[config.mk]
export PLATFORM = sky130hd
export DESIGN_NAME = ilc_regs
export DESIGN_NICKNAME = d
export VERILOG_FILES = /design/src/ilc_pkg.sv /design/src/ilc_regs.sv
export VERILOG_INCLUDE_DIRS = /design/src
export SDC_FILE = /design/constraint.sdc
export NUM_CORES = 1
export LEC_CHECK = 0
export BUFFER_PORTS_ARGS = -buffer_cell sky130_fd_sc_hd__buf_4
export CORE_MARGIN = 4
export CORE_UTILIZATION = 35
export CTS_CLUSTER_SIZE = 24
export DETAILED_ROUTE_END_ITERATION = 12
export PLACE_DENSITY = 0.56
export SYNTH_ARGS = -nofsm -noshare
export SYNTH_HDL_FRONTEND = slang
export SYNTH_SLANG_ARGS = --single-unit
[constraint.sdc]
create_clock -name clk -period 1.45 [get_ports clk]
set_input_delay 0.2175 -clock clk [delete_from_list [all_inputs] [get_ports clk]]
set_output_delay 0.2175 -clock clk [all_outputs]
set_load 0.05 [all_outputs]
[src/ilc_defs.svh]
`ifndef ILC_DEFS_SVH
`define ILC_DEFS_SVH
// register offsets, framer A then framer B
`define ILC_OFS_DN1_A 8'h15
`define ILC_OFS_UP2_A 8'h17
`define ILC_OFS_DN2_A 8'h18
`define ILC_OFS_SP1_A 8'h1B
`define ILC_OFS_SPL_A 8'h1D
`define ILC_OFS_DN1_B 8'hB5
`define ILC_OFS_UP2_B 8'hB7
`define ILC_OFS_DN2_B 8'hB8
`define ILC_OFS_SP1_B 8'hBB
`define ILC_OFS_SPL_B 8'hBD
// length field position in the spare length control register
`define ILC_LEN_MSB 2
`define ILC_LEN_LSB 0
// reset values
`define ILC_RST_PAT 8'h00
`define ILC_RST_LEN 3'h0
// code for the 8 or 16 bit length
`define ILC_LEN_LONG 3'h7
`endif

[src/ilc_pkg.sv]
`default_nettype none
package ilc_pkg;
  typedef logic [7:0] ilc_byte_t;
  typedef logic [2:0] ilc_len_t;
  typedef logic [15:0] ilc_mask_t;
endpackage
`default_nettype wire

[src/ilc_regs.sv]
// Function
// - a write to the down or spare first pattern byte restarts that detector's integration.
// - the spare length comes from bits 2..0 of the spare length control register.
// - each framer has its own spare length control register, at 1D and BD.
// - each framer's down pattern lives in two bytes, at 15/B5 and 18/B8.
// - each framer's second up pattern byte lives at 17 and B7.
// - each framer's first spare pattern byte lives at 1B and BB.
// - length codes 0..6 mean 1..7 bits, code 7 means 8 or 16 bits for down, 8 bits for spare.
`timescale 1ns/1ps
`default_nettype none
`include "ilc_defs.svh"
module ilc_regs (
  input wire logic clk, // 20 MHz device clock
  input wire logic rst_b, // async reset, active low
  input wire logic [7:0] addr, // control port address
  input wire logic wrStrobe, // one-cycle write strobe
  input wire logic rdStrobe, // one-cycle read strobe
  input wire ilc_pkg::ilc_byte_t wrData, // write data
  input wire logic spareLong16, // spare 16 bit mode select; spare mask is cut to FF00, so code 7 stays 8 bits
  input wire logic downLong16, // down detector in 16 bit mode when code is 7
  input wire ilc_pkg::ilc_len_t downLenA, // down length code, framer A
  input wire ilc_pkg::ilc_len_t downLenB, // down length code, framer B
  output var ilc_pkg::ilc_byte_t rdData_r, // read data, valid cycle after rdStrobe
  output var ilc_pkg::ilc_byte_t upByte2A_r, // up pattern byte 2, A
  output var ilc_pkg::ilc_byte_t upByte2B_r, // up pattern byte 2, B
  output var ilc_pkg::ilc_mask_t downPatA_r, // down pattern 16 bits, A
  output var ilc_pkg::ilc_mask_t downPatB_r, // down pattern 16 bits, B
  output var ilc_pkg::ilc_byte_t spareByte1A_r, // spare pattern byte 1, A
  output var ilc_pkg::ilc_byte_t spareByte1B_r, // spare pattern byte 1, B
  output var ilc_pkg::ilc_len_t spareLenA_r, // spare length code, A
  output var ilc_pkg::ilc_len_t spareLenB_r, // spare length code, B
  output var ilc_pkg::ilc_mask_t downMaskA_r, // compare mask for down detector, A
  output var ilc_pkg::ilc_mask_t downMaskB_r, // compare mask for down detector, B
  output var ilc_pkg::ilc_mask_t spareMaskA_r, // compare mask for spare detector, A
  output var ilc_pkg::ilc_mask_t spareMaskB_r, // compare mask for spare detector, B
  output logic downRestartA_r, // one-cycle integration restart, down A
  output logic downRestartB_r, // one-cycle integration restart, down B
  output logic spareRestartA_r, // one-cycle integration restart, spare A
  output logic spareRestartB_r // one-cycle integration restart, spare B
);
  import ilc_pkg::*;

  // first n bits from msb of the 16-bit pattern word; byte two only in 16 bit mode
  function automatic ilc_mask_t lenMask(input ilc_len_t code, input logic long16);
    ilc_mask_t m;
    m = 16'h0000;
    if (code == `ILC_LEN_LONG) begin
      m = long16 ? 16'hFFFF : 16'hFF00;
    end else begin
      m = ~(16'hFFFF >> ({1'b0, code} + 4'h1));
    end
    return m;
  endfunction

  function automatic logic hit(input logic [7:0] a, input logic [7:0] ofs);
    return wrStrobe && (a == ofs);
  endfunction

  // pattern byte storage
  always_ff @(posedge clk or negedge rst_b) begin
    if (!rst_b) begin
      upByte2A_r <= `ILC_RST_PAT;
      upByte2B_r <= `ILC_RST_PAT;
      downPatA_r <= {`ILC_RST_PAT, `ILC_RST_PAT};
      downPatB_r <= {`ILC_RST_PAT, `ILC_RST_PAT};
      spareByte1A_r <= `ILC_RST_PAT;
      spareByte1B_r <= `ILC_RST_PAT;
    end else begin
      if (hit(addr, `ILC_OFS_UP2_A)) upByte2A_r <= wrData;
      if (hit(addr, `ILC_OFS_UP2_B)) upByte2B_r <= wrData;
      if (hit(addr, `ILC_OFS_DN1_A)) downPatA_r[15:8] <= wrData;
      if (hit(addr, `ILC_OFS_DN2_A)) downPatA_r[7:0] <= wrData;
      if (hit(addr, `ILC_OFS_DN1_B)) downPatB_r[15:8] <= wrData;
      if (hit(addr, `ILC_OFS_DN2_B)) downPatB_r[7:0] <= wrData;
      if (hit(addr, `ILC_OFS_SP1_A)) spareByte1A_r <= wrData;
      if (hit(addr, `ILC_OFS_SP1_B)) spareByte1B_r <= wrData;
    end
  end

  // spare length control; upper bits are expected zero and are not stored
  always_ff @(posedge clk or negedge rst_b) begin
    if (!rst_b) begin
      spareLenA_r <= `ILC_RST_LEN;
      spareLenB_r <= `ILC_RST_LEN;
    end else begin
      if (hit(addr, `ILC_OFS_SPL_A)) spareLenA_r <= wrData[`ILC_LEN_MSB:`ILC_LEN_LSB];
      if (hit(addr, `ILC_OFS_SPL_B)) spareLenB_r <= wrData[`ILC_LEN_MSB:`ILC_LEN_LSB];
    end
  end

  // integration restart pulses on first-byte writes
  always_ff @(posedge clk or negedge rst_b) begin
    if (!rst_b) begin
      downRestartA_r <= 1'b0;
      downRestartB_r <= 1'b0;
      spareRestartA_r <= 1'b0;
      spareRestartB_r <= 1'b0;
    end else begin
      downRestartA_r <= hit(addr, `ILC_OFS_DN1_A);
      downRestartB_r <= hit(addr, `ILC_OFS_DN1_B);
      spareRestartA_r <= hit(addr, `ILC_OFS_SP1_A);
      spareRestartB_r <= hit(addr, `ILC_OFS_SP1_B);
    end
  end

  // compare masks from the length codes
  always_ff @(posedge clk or negedge rst_b) begin
    if (!rst_b) begin
      downMaskA_r <= 16'h0000;
      downMaskB_r <= 16'h0000;
      spareMaskA_r <= 16'h0000;
      spareMaskB_r <= 16'h0000;
    end else begin
      downMaskA_r <= lenMask(downLenA, downLong16);
      downMaskB_r <= lenMask(downLenB, downLong16);
      spareMaskA_r <= lenMask(spareLenA_r, spareLong16) & 16'hFF00;
      spareMaskB_r <= lenMask(spareLenB_r, spareLong16) & 16'hFF00;
    end
  end

  // read-back mux; unmapped reads return zero
  always_ff @(posedge clk or negedge rst_b) begin
    if (!rst_b) begin
      rdData_r <= 8'h00;
    end else if (rdStrobe) begin
      case (addr)
        `ILC_OFS_UP2_A: rdData_r <= upByte2A_r;
        `ILC_OFS_UP2_B: rdData_r <= upByte2B_r;
        `ILC_OFS_DN1_A: rdData_r <= downPatA_r[15:8];
        `ILC_OFS_DN2_A: rdData_r <= downPatA_r[7:0];
        `ILC_OFS_DN1_B: rdData_r <= downPatB_r[15:8];
        `ILC_OFS_DN2_B: rdData_r <= downPatB_r[7:0];
        `ILC_OFS_SP1_A: rdData_r <= spareByte1A_r;
        `ILC_OFS_SP1_B: rdData_r <= spareByte1B_r;
        `ILC_OFS_SPL_A: rdData_r <= {5'h00, spareLenA_r};
        `ILC_OFS_SPL_B: rdData_r <= {5'h00, spareLenB_r};
        default: rdData_r <= 8'h00;
      endcase
    end
  end
endmodule
`default_nettype wire

Yosys cells after proc, flatten, opt, wreduce, memory -nomap -nowiden. Cells that the tools add are included.

Bits in writable memories: 0. Memories kept: 0. Logic and storage cells: 62. Latch bits: 0. Register bits after elaboration: 130. Output and inout bits: 146. Bits in read-only memories: 0.

Multipliers: 0. Div/mod/pow operators: 0. Add/subtract/negate cells: 4. Equal/unequal tests: 14. Magnitude comparators: 0. Bitwise gates (word level): 4. Reductions and logical operators: 10. Mux-type cells: 7. Shift-type cells: 4.

Operators by type and width (number): $pmux 8 s10 (1); $mux 16 (4); $not 16->16 (4); $shr 16x4->16 const A (4); $eq 8x5->1 const B (5); $eq 8x8->1 const B (5); $add 3x1->4 const B (4); $mux 8 (2); $eq 3x3->1 const B (4); $logic_and 1x1->1 (10).

Depth between registers and ports, before layout.
Word-level depth: 4. Depth in mapped cells: 7. Depth with buffers taken out: 5.

Least setup slack after synthesis. No wires, ideal clock.

Path type: reg2reg. Start point: register downPatB_r[10]. End point: register rdData_r[2]. Cell stages (with the launch flop): 5. Required time: 1.324 ns. Clock period less this slack: 1.443 ns. Slack: 0.007 ns. Library setup time: 0.126 ns. Data arrival time: 1.317 ns. Path through: dfrtp_1 and3b_1 o21ai_0 a21oi_1 o32a_1.

Word-level cells in the longest chain between the ends: 1.

RTL lines: from (decl) (line ilc_regs.sv:27) `output var ilc_pkg::ilc_mask_t downPatB_r,`; from (signal assigned) (line ilc_regs.sv:65) `` downPatB_r <= {`ILC_RST_PAT, `ILC_RST_PAT}; ``; from (signal assigned) (line ilc_regs.sv:73) `` if (hit(addr, `ILC_OFS_DN1_B)) downPatB_r[15:8] <= wrData; ``; $pmux 8 s10 (line ilc_regs.sv:126) `case (addr)`; to (signal assigned) (line ilc_regs.sv:127) `` `ILC_OFS_UP2_A: rdData_r <= upByte2A_r; ``; to (signal assigned) (line ilc_regs.sv:128) `` `ILC_OFS_UP2_B: rdData_r <= upByte2B_r; ``; to (signal assigned) (line ilc_regs.sv:129) `` `ILC_OFS_DN1_A: rdData_r <= downPatA_r[15:8]; ``; to (decl) (line ilc_regs.sv:23) `output var ilc_pkg::ilc_byte_t rdData_r,`.

No other way between the ends. A chain may end at the register's enable or synchronous reset.

Final worst setup path.
Start point: register spareLenB_r[2]. End point: output port spareLenB_r[2].

RTL lines: from (decl) (line ilc_regs.sv:31) `output var ilc_pkg::ilc_len_t spareLenB_r,`; from (signal assigned) (line ilc_regs.sv:84) `` spareLenB_r <= `ILC_RST_LEN; ``; from (signal assigned) (line ilc_regs.sv:87) `` if (hit(addr, `ILC_OFS_SPL_B)) spareLenB_r <= wrData[`ILC_LEN_MSB:`ILC_LEN_LSB]; ``.

No word-level cell between the ends.

==> flow_summary.json <==
{
  "cts_tree": "built",
  "die_h_um": 129,
  "vias": 4035,
  "power.leakage_nw": 3.79,
  "crit_family": "flip-flops",
  "clock_skew_ns": 0.00523,
  "synth_edf_count": 0,
  "drv_cap": 0,
  "crit_required_ns": 1.23,
  "synth_area_leaders": "dfrtp_1 (55%), mux2_2 (10%), nand2_1 (5.8%)",
  "irDropWorstVdd_mv": 0.841,
  "synth-main-ff-cell": "dfrtp_1",
  "crit_chain": "buf_4, buf_4",
  "dp.cells": 795,
  "synthToLayoutAreaGrowth_pct": 42.7,
  "post-place-ws_ns": -0.253,
  "synth_warnings": 0,
  "start_util_pct": 36.3,
  "hp-start": "downLong16",
  "ys_ff_latch": 113,
  "worstPathArrival_ns": 1.17,
  "status": "complete, no violations",
  "syn_area_per_cell_um2": 11.5,
  "clkSinkCount": 113,
  "start_kind": "register",
  "wl_um": 15200,
  "setup_violations": 0,
  "syn_inst": 444,
  "cpPeakStageDelay_ns": 0.40,
  "grt_use_total_pct": 18.7,
  "io_pins": 174,
  "drc_errors": 0,
  "hp-class": "in2reg",
  "rsz0062_at_grt": "no",
  "cp-startpoint": "spareLenB_r[2]",
  "core.rowCount": 43,
  "portBuffers": 156,
  "synth_top_area_share_pct": 55.3,
  "worst_slack_ns": 0.0638,
  "final_cell_mix": "buf_4 (207), dfrtp_1 (113), nand2_1 (79)",
  "grt_pass1_wl_um": 23500,
  "clk_pin_slew_ns": 0.05,
  "avgViaCountPerCell": 4.86,
  "antenna_cells": 0,
  "layoutNonFillerInstCount": 830,
  "cp_max_fo": 9,
  "cts_buffers": 17,
  "worstSetupEndpointType": "output port",
  "fmax_mhz": 721,
  "overflow": 0,
  "first_pass_iters": 5,
  "period_needed_ns": 1.39,
  "period_share_pct": 95.6,
  "drive_above_1_share_pct": 47.5,
  "insertion_delay_ns": 0.41,
  "drtAntennaViolNets": 0,
  "antenna_found_initial": 0,
  "grt_max_degree": 42,
  "drtIter0Drc": 198,
  "clock_path_buffers": 2,
  "synth_top_cell_by_area": "dfrtp_1",
  "path_buf_inv": 2,
  "crit_slowest_cell": "dfrtp_1",
  "place_congestion": 0.821,
  "syn_area_um2": 5110,
  "wire_per_inst_um": 18.3,
  "place_hpwl_um": 11600,
  "synth-async-reset-ratio_pct": 100,
  "grt_pass1_vias": 4178,
  "final_common_cell": "buf_4",
  "hold_viol": 0,
  "clock_tree.htree_level_count": 4,
  "path_common_cell": "buf_4",
  "root_buffer": "clkbuf_16",
  "powerDensity_nw_per_um2": 1250,
  "die_x_um": 129,
  "synth_cell_types": 53,
  "ys_seq_area_share_pct": 55.3,
  "core_um2": 14100,
  "nFillCells": 1301,
  "crit_type": "reg2out",
  "fp.dieArea_um2": 16600,
  "nets": 666,
  "maxSlewViolCount": 0,
  "reg2reg_from": "spareByte1B_r[2]"
}
[path summary, 6_finish.rpt]
path / cells past startpoint / end / slack [ns]
worst max register to register: 4 / rdData_r[2] / 0.14
max in group asynchronous: 3 / downMaskA_r[8] / 0.60
worst min register to register: 2 / downPatB_r[15] / 0.50
worst min-delay path: 2 / downMaskB_r[7] / 0.03
worst max-delay path: 2 / spareLenB_r[2] / 0.06
min in group asynchronous: 2 / downPatA_r[15] / 0.27
[state kept, by name (all words and copies together), names as in the netlist]
signal / count
downPatA_r: 16
downPatB_r: 16
downMaskA_r: 8
downMaskB_r: 8
rdData_r: 8
spareByte1A_r: 8
spareByte1B_r: 8
spareMaskB_r: 8
upByte2A_r: 8
upByte2B_r: 8
spareMaskA_r: 7
spareLenA_r: 3
spareLenB_r: 3
downRestartA_r: 1
downRestartB_r: 1
spareRestartA_r: 1
spareRestartB_r: 1
[where the power goes]
part | switching, W | internal [W]
combinational | 0.000980 | 0.000423
clock | 0.00141 | 0.00287
sequential | 0.000111 | 0.00330
total | 0.00250 | 0.00658
[cell usage after synthesis (6+ instances only)]
cell type and number:
dfrtp_1 113, nand3b_1 6, mux2i_1 6, mux2_2 46, nand2_1 79, clkbuf_1 7
o21ai_1 6, and2_1 6, buf_4 37, inv_1 7, o21ai_0 10, a22oi_1 21
o22ai_1 9
[routing by layer]
metal,share of wire [%],global-route usage (%),wire length [um],vias up
met1,43,24.4,6500,1981
met3,6.7,5.11,1020,17
met5,0,0,0,-
li1,-,-,-,1890
met4,1.3,6.36,204,0
met2,49,30.3,7470,147
[logic make-up (layout without fill, tap and decap cells)]
logic type | Yosys count | after routing | share of synthesized area [%]
and+or+nand+nor | 138 | 138 | 14.5
DFF | 113 | 113 | 55.3
AOI/OAI and AO/OA | 73 | 73 | 9.92
buffers and inverters | 66 | 257 | 8.77
muxes | 52 | 52 | 11.3
other | 2 | 17 | 0.147
[per-stage QoR]
step | setup TNS, ns | instance area, um^2 | utilization (%) | total power, W | hold slack (ns)
2_1_floorplan | 0 | 5170 | - | 0.00436 | -0.0781
3_3_place_gp | -5.74 | 6640 | 47.1 | 0.00485 | 0.172
6_report | 0 | 7290 | 51.7 | 0.00909 | 0.0273
5_1_grt | 0 | 7290 | 51.7 | 0.00942 | 0.0215
4_1_cts | 0 | 7290 | 51.7 | 0.00919 | 0.00914
3_5_place_dp | -6.88 | 6640 | 47.1 | 0.00486 | 0.184
[cell type report]
type / instances / area (um^2) / area share (%)
multi-input combinational: 280 / 1890 / 25.9
clock buffer: 22 / 484 / 6.64
sequential: 113 / 2830 / 38.8
clock inverter: 9 / 130 / 1.79
tap: 180 / 225 / 3.09
timing repair buffer: 216 / 1690 / 23.2
inverter: 10 / 37.5 / 0.515
[timing repair]
item                                    4_1_cts  5_1_grt
hold endpoints to repair                     28        0
resized for setup                             0        1
buffers inserted                              0        0
endpoints found under the setup margin        0        1
hold buffers                                  4        0
Note: power is estimated with default switching activity, not from simulation.
